### config.mk
export PLATFORM = sky130hd
export DESIGN_NAME = oda_top
export DESIGN_NICKNAME = d
export VERILOG_FILES = /design/src/oda_pkg.sv /design/src/oda_flag_cell.sv /design/src/oda_axil_if.sv /design/src/oda_top.sv
export SDC_FILE = /design/constraint.sdc
export NUM_CORES = 1
export LEC_CHECK = 0
export ABC_AREA = 0
export BUFFER_PORTS_ARGS = -buffer_cell sky130_fd_sc_hd__buf_2
export CAP_MARGIN = 20
export CORE_MARGIN = 8
export CORE_UTILIZATION = 45
export DETAILED_ROUTE_END_ITERATION = 8
export GPL_ROUTABILITY_DRIVEN = 0
export GPL_TIMING_DRIVEN = 0
export PLACE_DENSITY_LB_ADDON = 0.15
export SLEW_MARGIN = 5
export SYNTH_ARGS = -nofsm -noshare
export SYNTH_HDL_FRONTEND = slang
export SYNTH_SLANG_ARGS = --single-unit
### constraint.sdc
create_clock -name aclk -period 3.4 [get_ports aclk]
set_input_delay 0.68 -clock aclk [delete_from_list [all_inputs] [get_ports aclk]]
set_output_delay 0.68 -clock aclk [all_outputs]
set_load 0.05 [all_outputs]
### src/oda_pkg.sv
package oda_pkg;

	// Channel count, bus address width and field widths
	localparam int NCH = 8;
	localparam int AW  = 20;
	localparam int DW  = 32;
	localparam int EVW = 5;
	localparam int CW  = 5;

	// Per-channel register pages; channel Y sits Y strides above channel 0
	localparam logic [19:0] CH0_PAGE      = 20'h6_1000;
	localparam logic [19:0] CH_STRIDE     = 20'h0_1000;
	localparam logic [19:0] REG_CTL_CH0   = 20'h6_1008;
	localparam logic [19:0] REG_FLAG_CH0  = 20'h6_100C;
	localparam logic [19:0] REG_FORCE_CH0 = 20'h6_1010;
	localparam logic [19:0] REG_STS_CH0   = 20'h6_1014;
	localparam logic [19:0] REG_MASK_CH0  = 20'h6_1018;

	// Flag bit positions, shared by flag, force and mask registers
	localparam int BIT_RING_FULL = 4;
	localparam int BIT_LIST_DONE = 3;
	localparam int BIT_SUSP_DONE = 2;
	localparam int BIT_ERROR     = 1;
	localparam int BIT_DESC_IRQ  = 0;

	// Control and status field positions
	localparam int CTL_SUSPEND_BIT = 1;
	localparam int STS_CAUSE_LSB   = 16;

	// Example cause code: excessive message retries
	localparam logic [4:0] CAUSE_MSG_RETRY = 5'h04;

	// Reset values
	localparam logic       FLAG_BIT_RST = 1'h0;
	localparam logic [4:0] MASK_RST     = 5'h01;
	localparam logic [4:0] CAUSE_RST    = 5'h00;
	localparam logic       SUSP_RST     = 1'h0;

	// AXI responses
	localparam logic [1:0] RESP_OKAY   = 2'h0;
	localparam logic [1:0] RESP_SLVERR = 2'h2;

	// Events of one channel, in flag bit order 4..0
	typedef struct packed {
		logic ring_full;
		logic list_done;
		logic suspend_done;
		logic error;
		logic desc_irq_done;
	} oda_evt_t;

	// One accepted register write
	typedef struct packed {
		logic [AW-1:0] addr;
		logic [DW-1:0] data;
		logic [3:0]    strb;
	} oda_wreq_t;

endpackage

### src/oda_flag_cell.sv
`timescale 1ns/1ps
module oda_flag_cell (
	input  wire logic aclk,
	input  wire logic aresetn,
	input  wire logic ce,
	input  wire logic set_evt,
	input  wire logic set_frc,
	input  wire logic clr,
	output logic      flag
);
	import oda_pkg::*;

	// Sticky bit; a set in the clearing cycle must not be lost, so set wins
	always_ff @(posedge aclk) begin
		if (!aresetn) begin
			flag <= FLAG_BIT_RST;
		end else if (ce) begin
			if (set_evt || set_frc) begin
				flag <= 1'h1;
			end else if (clr) begin
				flag <= 1'h0;
			end
		end
	end

endmodule

### src/oda_axil_if.sv
`timescale 1ns/1ps
module oda_axil_if (
	input  wire logic                      aclk,
	input  wire logic                      aresetn,
	input  wire logic                      ce,
	input  wire logic [oda_pkg::AW-1:0]    s_axi_awaddr,
	input  wire logic                      s_axi_awvalid,
	output logic                           s_axi_awready,
	input  wire logic [oda_pkg::DW-1:0]    s_axi_wdata,
	input  wire logic [3:0]                s_axi_wstrb,
	input  wire logic                      s_axi_wvalid,
	output logic                           s_axi_wready,
	output logic [1:0]                     s_axi_bresp,
	output logic                           s_axi_bvalid,
	input  wire logic                      s_axi_bready,
	input  wire logic [oda_pkg::AW-1:0]    s_axi_araddr,
	input  wire logic                      s_axi_arvalid,
	output logic                           s_axi_arready,
	output logic [oda_pkg::DW-1:0]         s_axi_rdata,
	output logic [1:0]                     s_axi_rresp,
	output logic                           s_axi_rvalid,
	input  wire logic                      s_axi_rready,
	output oda_pkg::oda_wreq_t             wreq,
	output logic                           wr_req,
	input  wire logic                      wr_ok,
	output logic [oda_pkg::AW-1:0]         rd_addr,
	output logic                           rd_req,
	input  wire logic [oda_pkg::DW-1:0]    rd_data,
	input  wire logic                      rd_ok
);
	import oda_pkg::*;

	logic aw_have_r;
	logic w_have_r;

	// Write fires once both halves are held and no response is pending
	assign wr_req = ce && aw_have_r && w_have_r && !s_axi_bvalid;
	assign rd_req = ce && !s_axi_arready && !s_axi_rvalid;

	// Write path; ready drops after a take so one write at a time is in flight
	always_ff @(posedge aclk) begin
		if (!aresetn) begin
			aw_have_r     <= 1'h0;
			w_have_r      <= 1'h0;
			s_axi_awready <= 1'h1;
			s_axi_wready  <= 1'h1;
			s_axi_bvalid  <= 1'h0;
			s_axi_bresp   <= RESP_OKAY;
			wreq          <= '0;
		end else if (ce) begin
			if (s_axi_awvalid && s_axi_awready) begin
				wreq.addr     <= s_axi_awaddr;
				aw_have_r     <= 1'h1;
				s_axi_awready <= 1'h0;
			end
			if (s_axi_wvalid && s_axi_wready) begin
				wreq.data    <= s_axi_wdata;
				wreq.strb    <= s_axi_wstrb;
				w_have_r     <= 1'h1;
				s_axi_wready <= 1'h0;
			end
			if (wr_req) begin
				aw_have_r    <= 1'h0;
				w_have_r     <= 1'h0;
				s_axi_bvalid <= 1'h1;
				s_axi_bresp  <= wr_ok ? RESP_OKAY : RESP_SLVERR;
			end
			if (s_axi_bvalid && s_axi_bready) begin
				s_axi_bvalid  <= 1'h0;
				s_axi_awready <= 1'h1;
				s_axi_wready  <= 1'h1;
			end
		end
	end

	// Read path; data is sampled one cycle after the address is taken
	always_ff @(posedge aclk) begin
		if (!aresetn) begin
			s_axi_arready <= 1'h1;
			s_axi_rvalid  <= 1'h0;
			s_axi_rresp   <= RESP_OKAY;
			s_axi_rdata   <= 32'h0000_0000;
			rd_addr       <= '0;
		end else if (ce) begin
			if (s_axi_arvalid && s_axi_arready) begin
				rd_addr       <= s_axi_araddr;
				s_axi_arready <= 1'h0;
			end
			if (rd_req) begin
				s_axi_rvalid <= 1'h1;
				s_axi_rdata  <= rd_data;
				s_axi_rresp  <= rd_ok ? RESP_OKAY : RESP_SLVERR;
			end
			if (s_axi_rvalid && s_axi_rready) begin
				s_axi_rvalid  <= 1'h0;
				s_axi_arready <= 1'h1;
			end
		end
	end

endmodule

### src/oda_top.sv
`timescale 1ns/1ps
module oda_top #(
	parameter int NCH = oda_pkg::NCH
) (
	input  wire logic                               aclk,
	input  wire logic                               aresetn,
	input  wire logic                               ce,
	input  wire logic [oda_pkg::AW-1:0]             s_axi_awaddr,
	input  wire logic                               s_axi_awvalid,
	output logic                                    s_axi_awready,
	input  wire logic [oda_pkg::DW-1:0]             s_axi_wdata,
	input  wire logic [3:0]                         s_axi_wstrb,
	input  wire logic                               s_axi_wvalid,
	output logic                                    s_axi_wready,
	output logic [1:0]                              s_axi_bresp,
	output logic                                    s_axi_bvalid,
	input  wire logic                               s_axi_bready,
	input  wire logic [oda_pkg::AW-1:0]             s_axi_araddr,
	input  wire logic                               s_axi_arvalid,
	output logic                                    s_axi_arready,
	output logic [oda_pkg::DW-1:0]                  s_axi_rdata,
	output logic [1:0]                              s_axi_rresp,
	output logic                                    s_axi_rvalid,
	input  wire logic                               s_axi_rready,
	input  oda_pkg::oda_evt_t [NCH-1:0]             chan_evt,
	input  wire logic [NCH-1:0][oda_pkg::CW-1:0]    err_cause,
	output logic [NCH-1:0]                          suspend_req,
	output logic [NCH-1:0]                          chan_irq,
	output logic                                    irq
);
	import oda_pkg::*;

	oda_wreq_t              wreq;
	logic                   wr_req;
	logic                   wr_ok;
	logic [AW-1:0]          rd_addr;
	logic                   rd_req;
	logic [DW-1:0]          rd_data;
	logic                   rd_ok;
	logic [AW-1:0]          wrel;
	logic [AW-1:0]          rrel;
	logic                   w_inwin;
	logic                   r_inwin;
	logic [2:0]             wch;
	logic [2:0]             rch;
	logic [11:0]            wpg;
	logic [11:0]            rpg;
	logic                   lane0;
	logic                   w_ctl;
	logic                   w_flag;
	logic                   w_force;
	logic                   w_sts;
	logic                   w_mask;
	logic [NCH-1:0][EVW-1:0] flag;
	logic [NCH-1:0][EVW-1:0] mask_r;
	logic [NCH-1:0][CW-1:0]  cause_r;

	// Bus slave; all AXI outputs are registered inside it
	oda_axil_if u_bus (
		.aclk          (aclk),
		.aresetn       (aresetn),
		.ce            (ce),
		.s_axi_awaddr  (s_axi_awaddr),
		.s_axi_awvalid (s_axi_awvalid),
		.s_axi_awready (s_axi_awready),
		.s_axi_wdata   (s_axi_wdata),
		.s_axi_wstrb   (s_axi_wstrb),
		.s_axi_wvalid  (s_axi_wvalid),
		.s_axi_wready  (s_axi_wready),
		.s_axi_bresp   (s_axi_bresp),
		.s_axi_bvalid  (s_axi_bvalid),
		.s_axi_bready  (s_axi_bready),
		.s_axi_araddr  (s_axi_araddr),
		.s_axi_arvalid (s_axi_arvalid),
		.s_axi_arready (s_axi_arready),
		.s_axi_rdata   (s_axi_rdata),
		.s_axi_rresp   (s_axi_rresp),
		.s_axi_rvalid  (s_axi_rvalid),
		.s_axi_rready  (s_axi_rready),
		.wreq          (wreq),
		.wr_req        (wr_req),
		.wr_ok         (wr_ok),
		.rd_addr       (rd_addr),
		.rd_req        (rd_req),
		.rd_data       (rd_data),
		.rd_ok         (rd_ok)
	);

	// Address split: channel from the stride field, page offset below it.
	// Addresses under the window wrap to large values and fall outside too.
	assign wrel    = wreq.addr - CH0_PAGE;
	assign rrel    = rd_addr - CH0_PAGE;
	assign w_inwin = (wrel[AW-1:15] == '0) && (32'(wrel[14:12]) < NCH);
	assign r_inwin = (rrel[AW-1:15] == '0) && (32'(rrel[14:12]) < NCH);
	assign wch     = wrel[14:12];
	assign rch     = rrel[14:12];
	assign wpg     = {wrel[11:2], 2'h0};
	assign rpg     = {rrel[11:2], 2'h0};
	assign lane0   = wreq.strb[0];

	// Register select within a channel page
	assign w_ctl   = w_inwin && (wpg == REG_CTL_CH0[11:0]);
	assign w_flag  = w_inwin && (wpg == REG_FLAG_CH0[11:0]);
	assign w_force = w_inwin && (wpg == REG_FORCE_CH0[11:0]);
	assign w_sts   = w_inwin && (wpg == REG_STS_CH0[11:0]);
	assign w_mask  = w_inwin && (wpg == REG_MASK_CH0[11:0]);
	assign wr_ok   = w_ctl || w_flag || w_force || w_sts || w_mask;

	// Per-channel state; channel Y decodes to stride Y
	for (genvar c = 0; c < NCH; c++) begin : g_ch
		logic           sel;
		logic [EVW-1:0] hw;
		logic [EVW-1:0] clr;
		logic [EVW-1:0] frc;

		// Only byte lane 0 carries the live bits; zeros written to flag or force do nothing
		assign sel = wr_req && lane0 && (wch == 3'(c));
		assign clr = (sel && w_flag) ? wreq.data[EVW-1:0] : '0;
		assign frc = (sel && w_force) ? wreq.data[EVW-1:0] : '0;

		// Hardware events in flag bit order
		assign hw[BIT_RING_FULL] = chan_evt[c].ring_full;
		assign hw[BIT_LIST_DONE] = chan_evt[c].list_done;
		assign hw[BIT_SUSP_DONE] = chan_evt[c].suspend_done;
		assign hw[BIT_ERROR]     = chan_evt[c].error;
		assign hw[BIT_DESC_IRQ]  = chan_evt[c].desc_irq_done;

		// One sticky cell per flag bit; force bits map one to one.
		// Force bits 4..0 cover ring full, list done, suspend, error, descriptor.
		for (genvar b = 0; b < EVW; b++) begin : g_bit
			oda_flag_cell u_cell (
				.aclk    (aclk),
				.aresetn (aresetn),
				.ce      (ce),
				.set_evt (hw[b]),
				.set_frc (frc[b]),
				.clr     (clr[b]),
				.flag    (flag[c][b])
			);
		end

		// Interrupt enable; bit 0 enabled out of reset
		always_ff @(posedge aclk) begin
			if (!aresetn) begin
				mask_r[c] <= MASK_RST;
			end else if (ce && sel && w_mask) begin
				mask_r[c] <= wreq.data[EVW-1:0];
			end
		end

		// Suspend request; a write in the completion cycle still wins
		always_ff @(posedge aclk) begin
			if (!aresetn) begin
				suspend_req[c] <= SUSP_RST;
			end else if (ce) begin
				if (sel && w_ctl) begin
					suspend_req[c] <= wreq.data[CTL_SUSPEND_BIT];
				end else if (chan_evt[c].suspend_done) begin
					suspend_req[c] <= 1'h0;
				end
			end
		end

		// Cause follows the latest error; software cannot alter it here
		always_ff @(posedge aclk) begin
			if (!aresetn) begin
				cause_r[c] <= CAUSE_RST;
			end else if (ce && chan_evt[c].error) begin
				cause_r[c] <= err_cause[c];
			end
		end

		// Channel request, one cycle behind the flags it reflects
		always_ff @(posedge aclk) begin
			if (!aresetn) begin
				chan_irq[c] <= 1'h0;
			end else if (ce) begin
				chan_irq[c] <= |(flag[c] & mask_r[c]);
			end
		end
	end

	// Combined level interrupt from every unmasked flag
	always_ff @(posedge aclk) begin
		if (!aresetn) begin
			irq <= 1'h0;
		end else if (ce) begin
			irq <= |(flag & mask_r);
		end
	end

	// Read mux; force reads as zero since its bits are pulses, not state
	always_comb begin
		rd_data = 32'h0000_0000;
		rd_ok   = r_inwin;
		if (r_inwin) begin
			case (rpg)
				REG_CTL_CH0[11:0]: begin
					rd_data[CTL_SUSPEND_BIT] = suspend_req[rch];
				end
				REG_FLAG_CH0[11:0]: begin
					rd_data[EVW-1:0] = flag[rch];
				end
				REG_FORCE_CH0[11:0]: begin
					rd_data = 32'h0000_0000;
				end
				REG_STS_CH0[11:0]: begin
					rd_data[STS_CAUSE_LSB +: CW] = cause_r[rch];
				end
				REG_MASK_CH0[11:0]: begin
					rd_data[EVW-1:0] = mask_r[rch];
				end
				default: begin
					rd_ok = 1'h0;
				end
			endcase
		end
	end

endmodule

---- Word level (Yosys, flattened, before mapping) ----
Cells that the tools add are included.
word-level totals
  register bits after elaboration ......... 226
  latch bits .............................. 0
  bits in writable memories ............... 0
  ROM bits ................................ 0
  bits of input ports ..................... 164
  output and inout port bits .............. 58
  logic and storage cells ................. 506
  memories ................................ 0
cells by class
  add/sub/neg operators ................... 2
  multipliers ............................. 0
  divide/modulo/power cells ............... 0
  magnitude comparators ................... 1
  equality and inequality tests ........... 17
  shifts and indexed selects .............. 0
  multiplexer cells ....................... 143
  bitwise operators ....................... 9
  reduce and logical (&&, ||, !) cells .... 247
operators with widths
  operator                                                                number
  2-bit AND reduction                                                     60
  1-bit two-way mux                                                       113
  2-bit nonzero test                                                      55
  5-bit two-way mux                                                       20
  1-bit logical AND                                                       72
  10-bit by 3-bit == test with 1-bit output (second input constant)       6
  5-bit binary-select mux with 3-bit select                               3
  5-bit OR reduction                                                      9
  1-bit logical OR                                                        44
  40-bit AND                                                              1
  5-bit AND                                                               8
  10-bit by 2-bit == test with 1-bit output (second input constant)       4
  40-bit OR reduction                                                     1
  20-bit by 19-bit subtractor with 20-bit output (second input constant)  2
  21-bit two-way mux                                                      1
  3-bit == test (second input constant)                                   4
  5-bit logical NOT                                                       2
  3-bit by 2-bit == test with 1-bit output (second input constant)        2
  3-bit case mux with 2 select lines                                      1
  3-bit by 4-bit < comparator with 1-bit output (second input constant)   1
  2-bit two-way mux                                                       2
  1-bit binary-select mux with 3-bit select                               1
  3-bit by 1-bit == test with 1-bit output (second input constant)        1
  1-bit logical NOT                                                       3
  other kinds (3)                                                         3

---- Logic depth before layout (Yosys ltp) ----
Gate-level depths: netlist of the first run.
  depth in word-level cells ............... 10
  mapped depth ............................ 12
  gate-level depth less buffers ........... 7

---- Modules after synthesis ----
Synthesis of the first run repeated with hierarchy kept, for this count alone.
unflattened totals
  cells, all modules ...................... 1364
  area, all modules ....................... 12251.8 um^2
by module, submodules not included
  module         times used  cells an instance  area each (um^2)  seq. area each (um^2)
  oda_top        1           694                5794.3            1941.9
  oda_axil_if    1           510                4755.8            2342.2
  oda_flag_cell  40          4                  42.5              20.0

---- Worst setup path after synthesis of the first run ----
OpenSTA, ideal clock, no wires.
  path kind ............................... reg2reg
  start ................................... register u_bus.rd_addr[12] in the netlist's numbering
  end ..................................... register u_bus.s_axi_rdata[19] in the netlist's numbering
  library setup time ...................... 0.128 ns
  arrival time ............................ 3.308 ns
  required time ........................... 3.272 ns
  setup slack ............................. -0.036 ns
  stages on the path, launching flop included .. 13
  buffers on the path ..................... 6
  period minus slack after synthesis ...... 3.436 ns
  cell sequence ........................... dfxtp_1 buf_2 buf_2 clkbuf_1 inv_1 ha_1 clkbuf_1 clkbuf_1 clkbuf_1 mux4_2 mux2_2 a22oi_1 nor2_1
on the way
  word-level cells in the longest chain between the ends .. 5
  elaborated cells between the ends (all ways) .. 6
  those cells by class .................... add/sub: 1; mux: 4; reduce/logical: 1
RTL lines
  element                                           RTL line           source
  from (decl)                                       oda_axil_if.sv:26  output logic [oda_pkg::AW-1:0] rd_addr,
  from (signal assigned)                            oda_axil_if.sv:86  rd_addr <= s_axi_araddr;
  20-bit by 19-bit subtractor with 20-bit output *  oda_top.sv:92      assign rrel = rd_addr - CH0_PAGE;
  5-bit binary-select mux with 3-bit select         oda_top.sv:208     rd_data[STS_CAUSE_LSB +: CW] = cause_r[rch];
  5-bit two-way mux (not written as such)           oda_top.sv:208
  5-bit two-way mux                                 oda_top.sv:197     case (rpg)
  21-bit two-way mux *                              oda_top.sv:196     if (r_inwin) begin
  to (signal assigned)                              oda_axil_if.sv:91  s_axi_rdata <= rd_data;
  to (decl)                                         oda_axil_if.sv:19  output logic [oda_pkg::DW-1:0] s_axi_rdata,
Every way passes the cells marked *; elsewhere a longest branch is shown, timed or not. The select of a mux whose other input is x is not followed.
A chain may end at the register's enable or synchronous reset.

---- Worst setup path in the final report of the first run ----
  start ................................... register u_bus.rd_addr[12] in the netlist's numbering
  end ..................................... register u_bus.s_axi_rdata[4] in the netlist's numbering
on the way
  word-level cells in the longest chain between the ends .. 5
  elaborated cells between the ends (all ways) .. 8
  those cells by class .................... add/sub: 1; mux: 6; reduce/logical: 1
RTL lines
  element                                                              RTL line
  20-bit by 19-bit subtractor with 20-bit output *                     oda_top.sv:92
  5-bit binary-select mux with 3-bit select, on equally long branches  oda_top.sv:211, oda_top.sv:202
  5-bit two-way mux, on equally long branches                          oda_top.sv:211, oda_top.sv:202
  3-bit case mux with 2 select lines                                   oda_top.sv:197
  21-bit two-way mux *                                                 oda_top.sv:196
Marked as above.

==> results of run 1 <==
[stage by stage]
step / setup WS, ns / power (mW) / utilization (%) / area, um^2 / instances
after floorplan: 0.104 / 2.97 / - / 9240 / 1050
after global placement: -0.848 / 3.22 / 51.7 / 10400 / 1482
after detailed placement: -0.864 / 3.23 / 51.9 / 10400 / 1486
after CTS: 0.00627 / 5.27 / 55.0 / 11100 / 1517
after global routing: -0.0107 / 5.46 / 55.1 / 11100 / 1518
final: 0.150 / 5.29 / 55.1 / 11100 / 1518
[metal layers]
metal  part of all wire, %  global-route usage (%)
met1                    42                    35.0
met5                     0                       0
met3                    10                    5.43
met4                   3.5                    9.47
met2                    44                    39.4
[cell families (layout without fill, tap and decap cells)]
logic type                 after synthesis  after routing  synth area share (%)
and+or+nand+nor                        374            374                  19.3
AOI/OAI and AO/OA                      260            260                  17.2
DFF                                    198            198                  43.3
buffers and inverters                   97            295                  5.03
muxes                                   93             93                  14.6
adders and majority gates                3              3                 0.410
other                                    1             24                0.0410
xor gates and xnor gates                 1              1                0.0958
[what timing repair did]
action | CTS | global route
hold endpoints to repair | 0 | 0
endpoints found under the setup margin | 10 | 10
gates resized for setup | 9 | 5
[flip-flops by register name, summed over array words and instances (netlist names), 8 cells and up]
| signal | flops |
|---|---|
| u_bus.rd_addr | 18 |
| u_bus.s_axi_rdata | 10 |
| cause_r | 40 |
| g_ch.g_bit.u_cell.flag | 40 |
| mask_r | 40 |
| chan_irq | 8 |
| u_bus.wreq | 24 |
| suspend_req | 8 |
[cell type report]
type                            count  area [um^2]  share of cell area, %
Clock buffer                       18          439                   3.97
Clock inverter                     14          166                   1.50
Multi-Input combinational cell    755         4840                   43.8
Inverter                           10         37.5                  0.339
Tap cell                          270          338                   3.05
Timing Repair Buffer              167          846                   7.64
Sequential cell                   198         3960                   35.8
Buffer                             86          437                   3.94
[path summary, 6_finish.rpt]
kind,from,end
setup / recovery,u_bus.rd_addr[12]$_SDFFE_PN0P_,u_bus.s_axi_rdata[4]$_SDFFE_PN0P_
hold / removal,u_bus.rd_addr[18]$_SDFFE_PN0P_,u_bus.rd_addr[18]$_SDFFE_PN0P_
setup reg to reg,u_bus.rd_addr[12]$_SDFFE_PN0P_,u_bus.s_axi_rdata[4]$_SDFFE_PN0P_
hold reg to reg,u_bus.rd_addr[18]$_SDFFE_PN0P_,u_bus.rd_addr[18]$_SDFFE_PN0P_
[critical path: cells and delay by family, from the launching register on]
family | cells | cell delay, ns
AOI/OAI and AO/OA | 2 | 0.25
buffers and inverters | 6 | 1.66
muxes | 1 | 0.39
DFF | 1 | 0.30
adders and majority gates | 1 | 0.23
xor gates and xnor gates | 1 | 0.28
[power breakdown]
part / total (mW) / internal (mW) / switching (mW) / leakage [nW]
Sequential: 2.49 / 2.41 / 0.0844 / 1.62
Clock: 2.09 / 1.13 / 0.964 / 0.296
Combinational: 0.706 / 0.256 / 0.451 / 2.40
Total: 5.29 / 3.79 / 1.50 / 4.31
[cells in the mapped netlist (all sizes together), types with 5 or more instances]
| library cell | count |
|---|---|
| o21ai | 52 |
| mux4 | 31 |
| a31oi | 14 |
| and3 | 10 |
| a211oi | 5 |
| inv | 9 |
| nand2 | 182 |
| a32oi | 13 |
| dfxtp | 198 |
| clkbuf | 54 |
| o211ai | 9 |
| mux2i | 51 |
| a22oi | 28 |
| nor3 | 9 |
| nor2 | 61 |
| nand4 | 6 |
| mux2 | 11 |
| buf | 33 |
| a21oi | 115 |
| a222oi | 7 |
| nand3 | 61 |
| nor4 | 10 |
| or3 | 10 |
==> flow_metrics.tcl, run 1 <==
set metrics [dict create \
    start_kind "flip-flop" \
    whs_path_depth 2 \
    via_per_inst 5.90 \
    drc_errors 0 \
    antenna_found_initial 0 \
    cp.arrival_ns 3.57 \
    max-cap-violations 0 \
    relSlewSlack_pct 24.3 \
    postSynthCellCount 1027 \
    grt_usage_pct 25.7 \
    setup_viol 0 \
    ff2ff_setup_slack_ns 0.15 \
    num_io_pins 222 \
    synth_flop_cell "dfxtp_1" \
    hp-class "reg2reg" \
    grt_max_degree 19 \
    crit_slowest_cell "mux2_2" \
    max_freq_mhz 308 \
    die_area_um2 25100 \
    layout_min_cycle_time_ns 3.25 \
    diodes 0 \
    layout_common_cells "dfxtp_1 (198), nand2_1 (182), buf_2 (169), a21oi_1 (115)" \
    finalClockSkew_ns 0.0163 \
    drt_iter0_markers 1045 \
    ys.warnings.count 0 \
    finalCritPeriodShare_pct 95.6 \
    grt_pass1_vias 8411 \
    wl_per_cell_um 21.6 \
    cp_cell_sequence "buf_2 > buf_4 > buf_2 > inv_1 > ha_2 > xor2_2 > buf_2 > clkbuf_4 > mux2_2 > a32oi_1 > o21ai_0" \
    grt_pass1_wl_um 48800 \
    synth.avg_cell_area_um2 8.91 \
    detail-route-antenna-nets 0 \
    synth.distinct_cells 62 \
    synth_top_area_share_pct 43.3 \
    portBuffers 162 \
    num_vias 8952 \
    setup.worst_path.class "reg2reg" \
    synth_edf_count 0 \
    max_stage_delay_ns 0.39 \
    htree_levels 4 \
    power.leakage_nw 4.31 \
    cts_setup_buffers 0 \
    cts_hold_buf 0 \
    cts_buffer_depth 2 \
    clk_latency_ns 0.45 \
    fin_setup_tns_ns 0 \
    layout.nets 1402 \
    fillers 1903 \
    cts_tree "built" \
    routed_wl_um 32700 \
    core_um2 20100 \
    yosys-top-cells-area "dfxtp_1 (43%), mux4_2 (7.6%), nand2_1 (7.5%), a21oi_1 (6.3%), mux2i_1 (5.6%)" \
    grt_overflow_total 0 \
    die_h_um 159 \
    drive_gt1_share_pct 23.8 \
    ys_async_sr_fraction_pct 0 \
    start_util_pct 45.5 \
    cts_root_buf "clkbuf_16" \
    cts.sinks 198 \
    reg2reg_depth 11 \
    die_x_um 159 \
    netlist_area_um2 9150 \
    status "finished, final reports clean" \
    final_common_cell "dfxtp_1" \
    ir_drop_v 0.000350 \
    whs_ns 0.454 \
    clk_pin_slew_ns 0.07 \
    dpl.hpwl_um 25400 \
    worst_slew_pin_slew_ns 1.13 \
    ys_seq_elements 198 \
    rows 52 \
    cp.required_ns 3.72 \
    cts_buffers 17 \
    final_hold_viol_count 0 \
    p_per_area_nw_per_um2 478 \
    firstDrtPassIters 7 \
    end_kind "flip-flop" \
    worstPathMaxFanout 10 \
    area_growth_pct 21.0 \
    slew_viol_final 0 \
    yosysSeqAreaShare_pct 43.3 \
    yosysTopAreaCell "dfxtp_1" \
    cpMostUsedCell "buf_2" \
]
Note: power is estimated with default switching activity, not from simulation.
==> inputs of run 2 (changes only) <==
--- a/config.mk
+++ b/config.mk
@@ -9,7 +9,7 @@
 export BUFFER_PORTS_ARGS = -buffer_cell sky130_fd_sc_hd__buf_2
 export CAP_MARGIN = 20
 export CORE_MARGIN = 8
-export CORE_UTILIZATION = 45
+export CORE_UTILIZATION = 49
 export DETAILED_ROUTE_END_ITERATION = 8
 export GPL_ROUTABILITY_DRIVEN = 0
 export GPL_TIMING_DRIVEN = 0
==> run 2 against run 1 <==
Compared with the run above: sequential share of layout area rose by 0.23 points; sequential power about the same; utilization rose by 4.3 points; non-clock buffer count shrank 3; power is essentially flat; largest power group unchanged.
==> flow_metrics.tcl, run 2 (synthesis results as in run 1) <==
set metrics [dict create \
    fin_ws_ns 0.108 \
    htree_levels 4 \
    cts_tree "built" \
    hp-class "reg2reg" \
    worstPathMaxFanout 7 \
    cp.required_ns 3.76 \
    final_cells 1477 \
    num_io_pins 222 \
    cp_cell_sequence "nor2_1 > ha_1 > nand3b_1 > nor3_1 > nand3_1 > or3_1 > a21oi_1" \
    grt_max_degree 17 \
    start_kind "flip-flop" \
    grt_usage_pct 27.0 \
    core_um2 18500 \
    num_vias 8908 \
    diodes 0 \
    grt_overflow_total 0 \
    power.leakage_nw 4.29 \
    layout.nets 1399 \
    ir_drop_v 0.000349 \
    routed_wl_um 32300 \
    p_per_area_nw_per_um2 480 \
    layout_common_cells "dfxtp_1 (198), nand2_1 (182), buf_2 (166), a21oi_1 (115)" \
    cp_top_family "simple AND/OR/NAND/NOR gates" \
    relSlewSlack_pct 17.0 \
    placed_area_um2 10400 \
    finalClockSkew_ns 0.0137 \
    cp.arrival_ns 3.66 \
    start_util_pct 49.4 \
    cts_root_buf "clkbuf_16" \
    max_freq_mhz 304 \
    final_area_um2 11000 \
    slew_viol_final 0 \
    layout_min_cycle_time_ns 3.29 \
    worst_slew_pin_slew_ns 1.24 \
    critPathBufInv 0 \
    status "finished, final reports clean" \
    portBuffers 162 \
    wl_per_cell_um 21.9 \
    cts_buffers 17 \
    max-cap-violations 0 \
    utilization_pct 59.4 \
    pre_cts_slack_ns -0.966 \
    reg_top3 "cause_r x40, g_ch.g_bit.u_cell.flag x40, mask_r x40" \
    area_growth_pct 20.2 \
    grt_pass1_wl_um 49100 \
    rsz0062_at_grt "false" \
    cts_hold_buf 0 \
    grt_pass1_vias 8649 \
    cts_setup_buffers 0 \
    crit_slowest_cell "nor3_1" \
    setup.worst_path.class "reg2reg" \
    fin_total_pwr_mw 5.28 \
    drt_iter0_markers 959 \
    cts_buffer_depth 2 \
    clk_pin_slew_ns 0.07 \
    die_area_um2 23300 \
    detail-route-antenna-nets 0 \
    firstDrtPassIters 6 \
    cts.sinks 198 \
    drc_errors 0 \
    setup_viol 0 \
    rows 50 \
    dp.cells 1448 \
    die_h_um 153 \
    drive_gt1_share_pct 23.4 \
    dpl.hpwl_um 25000 \
    end_kind "flip-flop" \
    final_common_cell "dfxtp_1" \
    die_x_um 153 \
    clk_latency_ns 0.44 \
    via_per_inst 6.03 \
    antenna_found_initial 0 \
    max_stage_delay_ns 0.96 \
    final_hold_viol_count 0 \
    finalCritPeriodShare_pct 96.8 \
]
-- run 2: metrics by stage --
step	hold WS (ns)	TNS (ns)
6_report	0.455	0
4_1_cts	0.457	0
3_3_place_gp	0.440	-16.40
2_1_floorplan	0.431	0
5_1_grt	0.463	0
3_5_place_dp	0.447	-8.63
-- run 2: where the power goes --
group / total (mW) / switching (mW) / internal [mW]
Sequential: 2.50 / 0.0867 / 2.41
Combinational: 0.706 / 0.450 / 0.255
Clock: 2.08 / 0.908 / 1.17
Total: 5.28 / 1.45 / 3.84
-- run 2: routing by layer --
layer | vias up | track usage (%) | routed length [um]
met3 | 106 | 9.47 | 3800
met1 | 4139 | 33.6 | 12700
met5 | - | 0 | 0
li1 | 4110 | - | -
met2 | 553 | 41.5 | 14300
met4 | 0 | 12.4 | 1470
-- run 2: layout make-up --
cell class	count	area (um^2)
Timing Repair Buffer	164	826
Sequential cell	198	3960
Multi-Input combinational cell	755	4840
Clock inverter	11	150
Fill cell	1735	7520
Inverter	10	37.5
Buffer	86	443
Clock buffer	19	443
Tap cell	234	293
-- run 2: what timing repair did --
item / CTS / global route
hold endpoints to repair: 0 / 0
cloned: 0 / 0
resized for setup: 11 / 4
endpoints found under the setup margin: 10 / 10
-- run 2: worst reg2reg max path: cells and delay by family (launching register included) --
family                     cells  cell delay [ns]
AOI/OAI and AO/OA              1             0.14
and+or+nand+nor                5             2.23
adders and majority gates      1             0.38
DFF                            1             0.47
-- run 2: path summary, 6_finish.rpt --
| path | end | from | cells after the start | slack [ns] |
|---|---|---|---|---|
| setup / recovery | suspend_req[2]$_SDFFE_PN0P_ | u_bus.wreq[48]$_SDFFE_PN0P_ | 7 | 0.11 |
| hold / removal | cause_r[28]$_SDFFE_PN0P_ | cause_r[28]$_SDFFE_PN0P_ | 2 | 0.45 |
| setup reg to reg | suspend_req[2]$_SDFFE_PN0P_ | u_bus.wreq[48]$_SDFFE_PN0P_ | 7 | 0.11 |
| hold reg to reg | cause_r[28]$_SDFFE_PN0P_ | cause_r[28]$_SDFFE_PN0P_ | 2 | 0.45 |
==> inputs of run 3 (changes only) <==
--- a/config.mk
+++ b/config.mk
@@ -9,7 +9,7 @@
 export BUFFER_PORTS_ARGS = -buffer_cell sky130_fd_sc_hd__buf_2
 export CAP_MARGIN = 20
 export CORE_MARGIN = 8
-export CORE_UTILIZATION = 49
+export CORE_UTILIZATION = 58
 export DETAILED_ROUTE_END_ITERATION = 8
 export GPL_ROUTABILITY_DRIVEN = 0
 export GPL_TIMING_DRIVEN = 0
==> constraint.sdc (replaced) <==
create_clock -name aclk -period 3.9 [get_ports aclk]
set_input_delay 0.78 -clock aclk [delete_from_list [all_inputs] [get_ports aclk]]
set_output_delay 0.78 -clock aclk [all_outputs]
set_load 0.05 [all_outputs]
==> run 3 against run 2 <==
Compared with the run above: worst setup slack gained 0.13 ns; maximum frequency fell by 10%; flip-flop and latch count unchanged; sequential share of layout area increased by 0.091 points; largest power group unchanged.
==> flow_metrics.tcl, run 3 (synthesis results as in run 1) <==
set metrics [dict create \
    start_kind "flip-flop" \
    cp_top_family "buffers and inverters" \
    grt_pass1_vias 9043 \
    grt_usage_pct 31.7 \
    htree_levels 4 \
    portBuffers 162 \
    utilization_pct 70.1 \
    pre_cts_slack_ns -0.539 \
    critPathBufInv 7 \
    max-cap-violations 0 \
    layout.nets 1400 \
    finalClockSkew_ns 0.00743 \
    final_cells 1462 \
    wl_per_cell_um 21.7 \
    clk_latency_ns 0.45 \
    cts_setup_buffers 0 \
    reg_top3 "cause_r x40, g_ch.g_bit.u_cell.flag x40, mask_r x40" \
    min_to "cause_r[17]$_SDFFE_PN0P_" \
    cp_cell_sequence "buf_2 > clkbuf_4 > clkbuf_2 > inv_1 > ha_1 > clkbuf_1 > buf_2 > buf_2 > mux4_2 > mux2_2 > a22oi_1 > nor2_1" \
    ir_drop_v 0.000339 \
    cts_root_buf "clkbuf_16" \
    use_met2_pct 48.4 \
    fin_total_pwr_mw 4.64 \
    fin_ws_ns 0.241 \
    cp.arrival_ns 3.97 \
    r2r_start "u_bus.rd_addr[12]$_SDFFE_PN0P_" \
    cts.sinks 198 \
    use_met1_pct 39.5 \
    dpl.hpwl_um 24100 \
    rows 46 \
    dp.cells 1430 \
    max_freq_mhz 273 \
    p_per_area_nw_per_um2 423 \
    status "finished, final reports clean" \
    clk_pin_slew_ns 0.07 \
    fillers 1315 \
    grt.busiest_layer "met2" \
    max_stage_delay_ns 0.37 \
    drt_iter0_markers 1265 \
    whs_ns 0.454 \
    cts_buffers 17 \
    slew_viol_final 0 \
    cts_tree "built" \
    cpMostUsedCell "buf_2" \
    core_um2 15700 \
    cts_hold_buf 0 \
    grt_pass1_wl_um 49000 \
    worst_slew_pin_slew_ns 1.19 \
    firstDrtPassIters 7 \
    die_area_um2 20000 \
    end_kind "flip-flop" \
    setup.worst_path.class "reg2reg" \
    ctsResizeCount 4 \
    setup_viol 0 \
    via_per_inst 6.24 \
    hp-class "reg2reg" \
    cp.required_ns 4.21 \
    area_growth_pct 19.9 \
    cts_buffer_depth 2 \
    hold_start "cause_r[17]$_SDFFE_PN0P_" \
    die_x_um 142 \
    grt_max_degree 18 \
    drive_gt1_share_pct 23.4 \
    die_h_um 142 \
    antenna_found_initial 0 \
    rr_endpoint "u_bus.s_axi_rdata[19]$_SDFFE_PN0P_" \
    rsz0062_at_grt "false" \
    detail-route-antenna-nets 0 \
    diodes 0 \
    power.leakage_nw 4.29 \
    whs_path_depth 2 \
    num_vias 9130 \
    final_hold_viol_count 0 \
    relSlewSlack_pct 19.9 \
    grt_overflow_total 0 \
    finalCritPeriodShare_pct 93.8 \
    layout_min_cycle_time_ns 3.66 \
    ff2ff_setup_slack_ns 0.24 \
    worstPathMaxFanout 10 \
    num_io_pins 222 \
    final_common_cell "dfxtp_1" \
    globalRouteMet3Util_pct 9.31 \
    routed_wl_um 31800 \
    start_util_pct 58.4 \
    layout_common_cells "dfxtp_1 (198), nand2_1 (182), buf_2 (168), a21oi_1 (115)" \
    drc_errors 0 \
    reg2reg_depth 12 \
    crit_slowest_cell "mux4_2" \
]
[run 3: how the worst max path moves through the flow]
stage                     slack (ns)                                  to  depth (start not counted)                      startpoint
after floorplan                 0.46  u_bus.s_axi_rdata[19]$_SDFFE_PN0P_                         12  u_bus.rd_addr[12]$_SDFFE_PN0P_
after global placement         -0.49  u_bus.s_axi_rdata[19]$_SDFFE_PN0P_                         12  u_bus.rd_addr[12]$_SDFFE_PN0P_
after detailed placement       -0.54  u_bus.s_axi_rdata[19]$_SDFFE_PN0P_                         12  u_bus.rd_addr[12]$_SDFFE_PN0P_
after CTS                       0.12  u_bus.s_axi_rdata[19]$_SDFFE_PN0P_                         12  u_bus.rd_addr[12]$_SDFFE_PN0P_
after global routing            0.03  u_bus.s_axi_rdata[19]$_SDFFE_PN0P_                         12  u_bus.rd_addr[12]$_SDFFE_PN0P_
final                           0.24  u_bus.s_axi_rdata[19]$_SDFFE_PN0P_                         12  u_bus.rd_addr[12]$_SDFFE_PN0P_
[run 3: worst reg2reg max path, delay by kind of cell, from the launching register on]
kind | cells | cell delay (ns)
AO/OA/AOI/OAI | 1 | 0.14
AND/OR/NAND/NOR | 1 | 0.05
adder cells (fa/ha/maj) | 1 | 0.31
multiplexers | 2 | 0.65
flip-flops | 1 | 0.31
buffers and inverters | 7 | 2.06
[run 3: power by group]
group / internal [mW] / switching (mW) / total, mW / leakage [nW]
logic: 0.219 / 0.391 / 0.610 / 2.38
registers: 2.10 / 0.0739 / 2.17 / 1.62
clock network: 1.03 / 0.819 / 1.85 / 0.290
total: 3.35 / 1.28 / 4.64 / 4.29
[run 3: final cells by class]
| cell class | instances | area (um^2) | area share, % |
|---|---|---|---|
| multi-input combinational | 755 | 4830 | 44.0 |
| sequential | 198 | 3960 | 36.1 |
| timing repair buffer | 164 | 826 | 7.53 |
| clock buffer | 18 | 439 | 4.00 |
| buffer | 87 | 433 | 3.95 |
| tap | 216 | 270 | 2.46 |
| clock inverter | 14 | 174 | 1.58 |
| inverter | 10 | 37.5 | 0.342 |
[run 3: routing by layer]
layer,share of wire (%),wire [um]
met5,0,0
met4,5.7,1820
met3,12,3840
met2,44,14000
met1,38,12100
[run 3: per-stage QoR]
step	instance area, um^2	TNS (ns)
2_1_floorplan	9240	0
3_3_place_gp	10300	-2.56
3_5_place_dp	10300	-3.35
4_1_cts	11000	0
5_1_grt	11000	0
6_report	11000	0
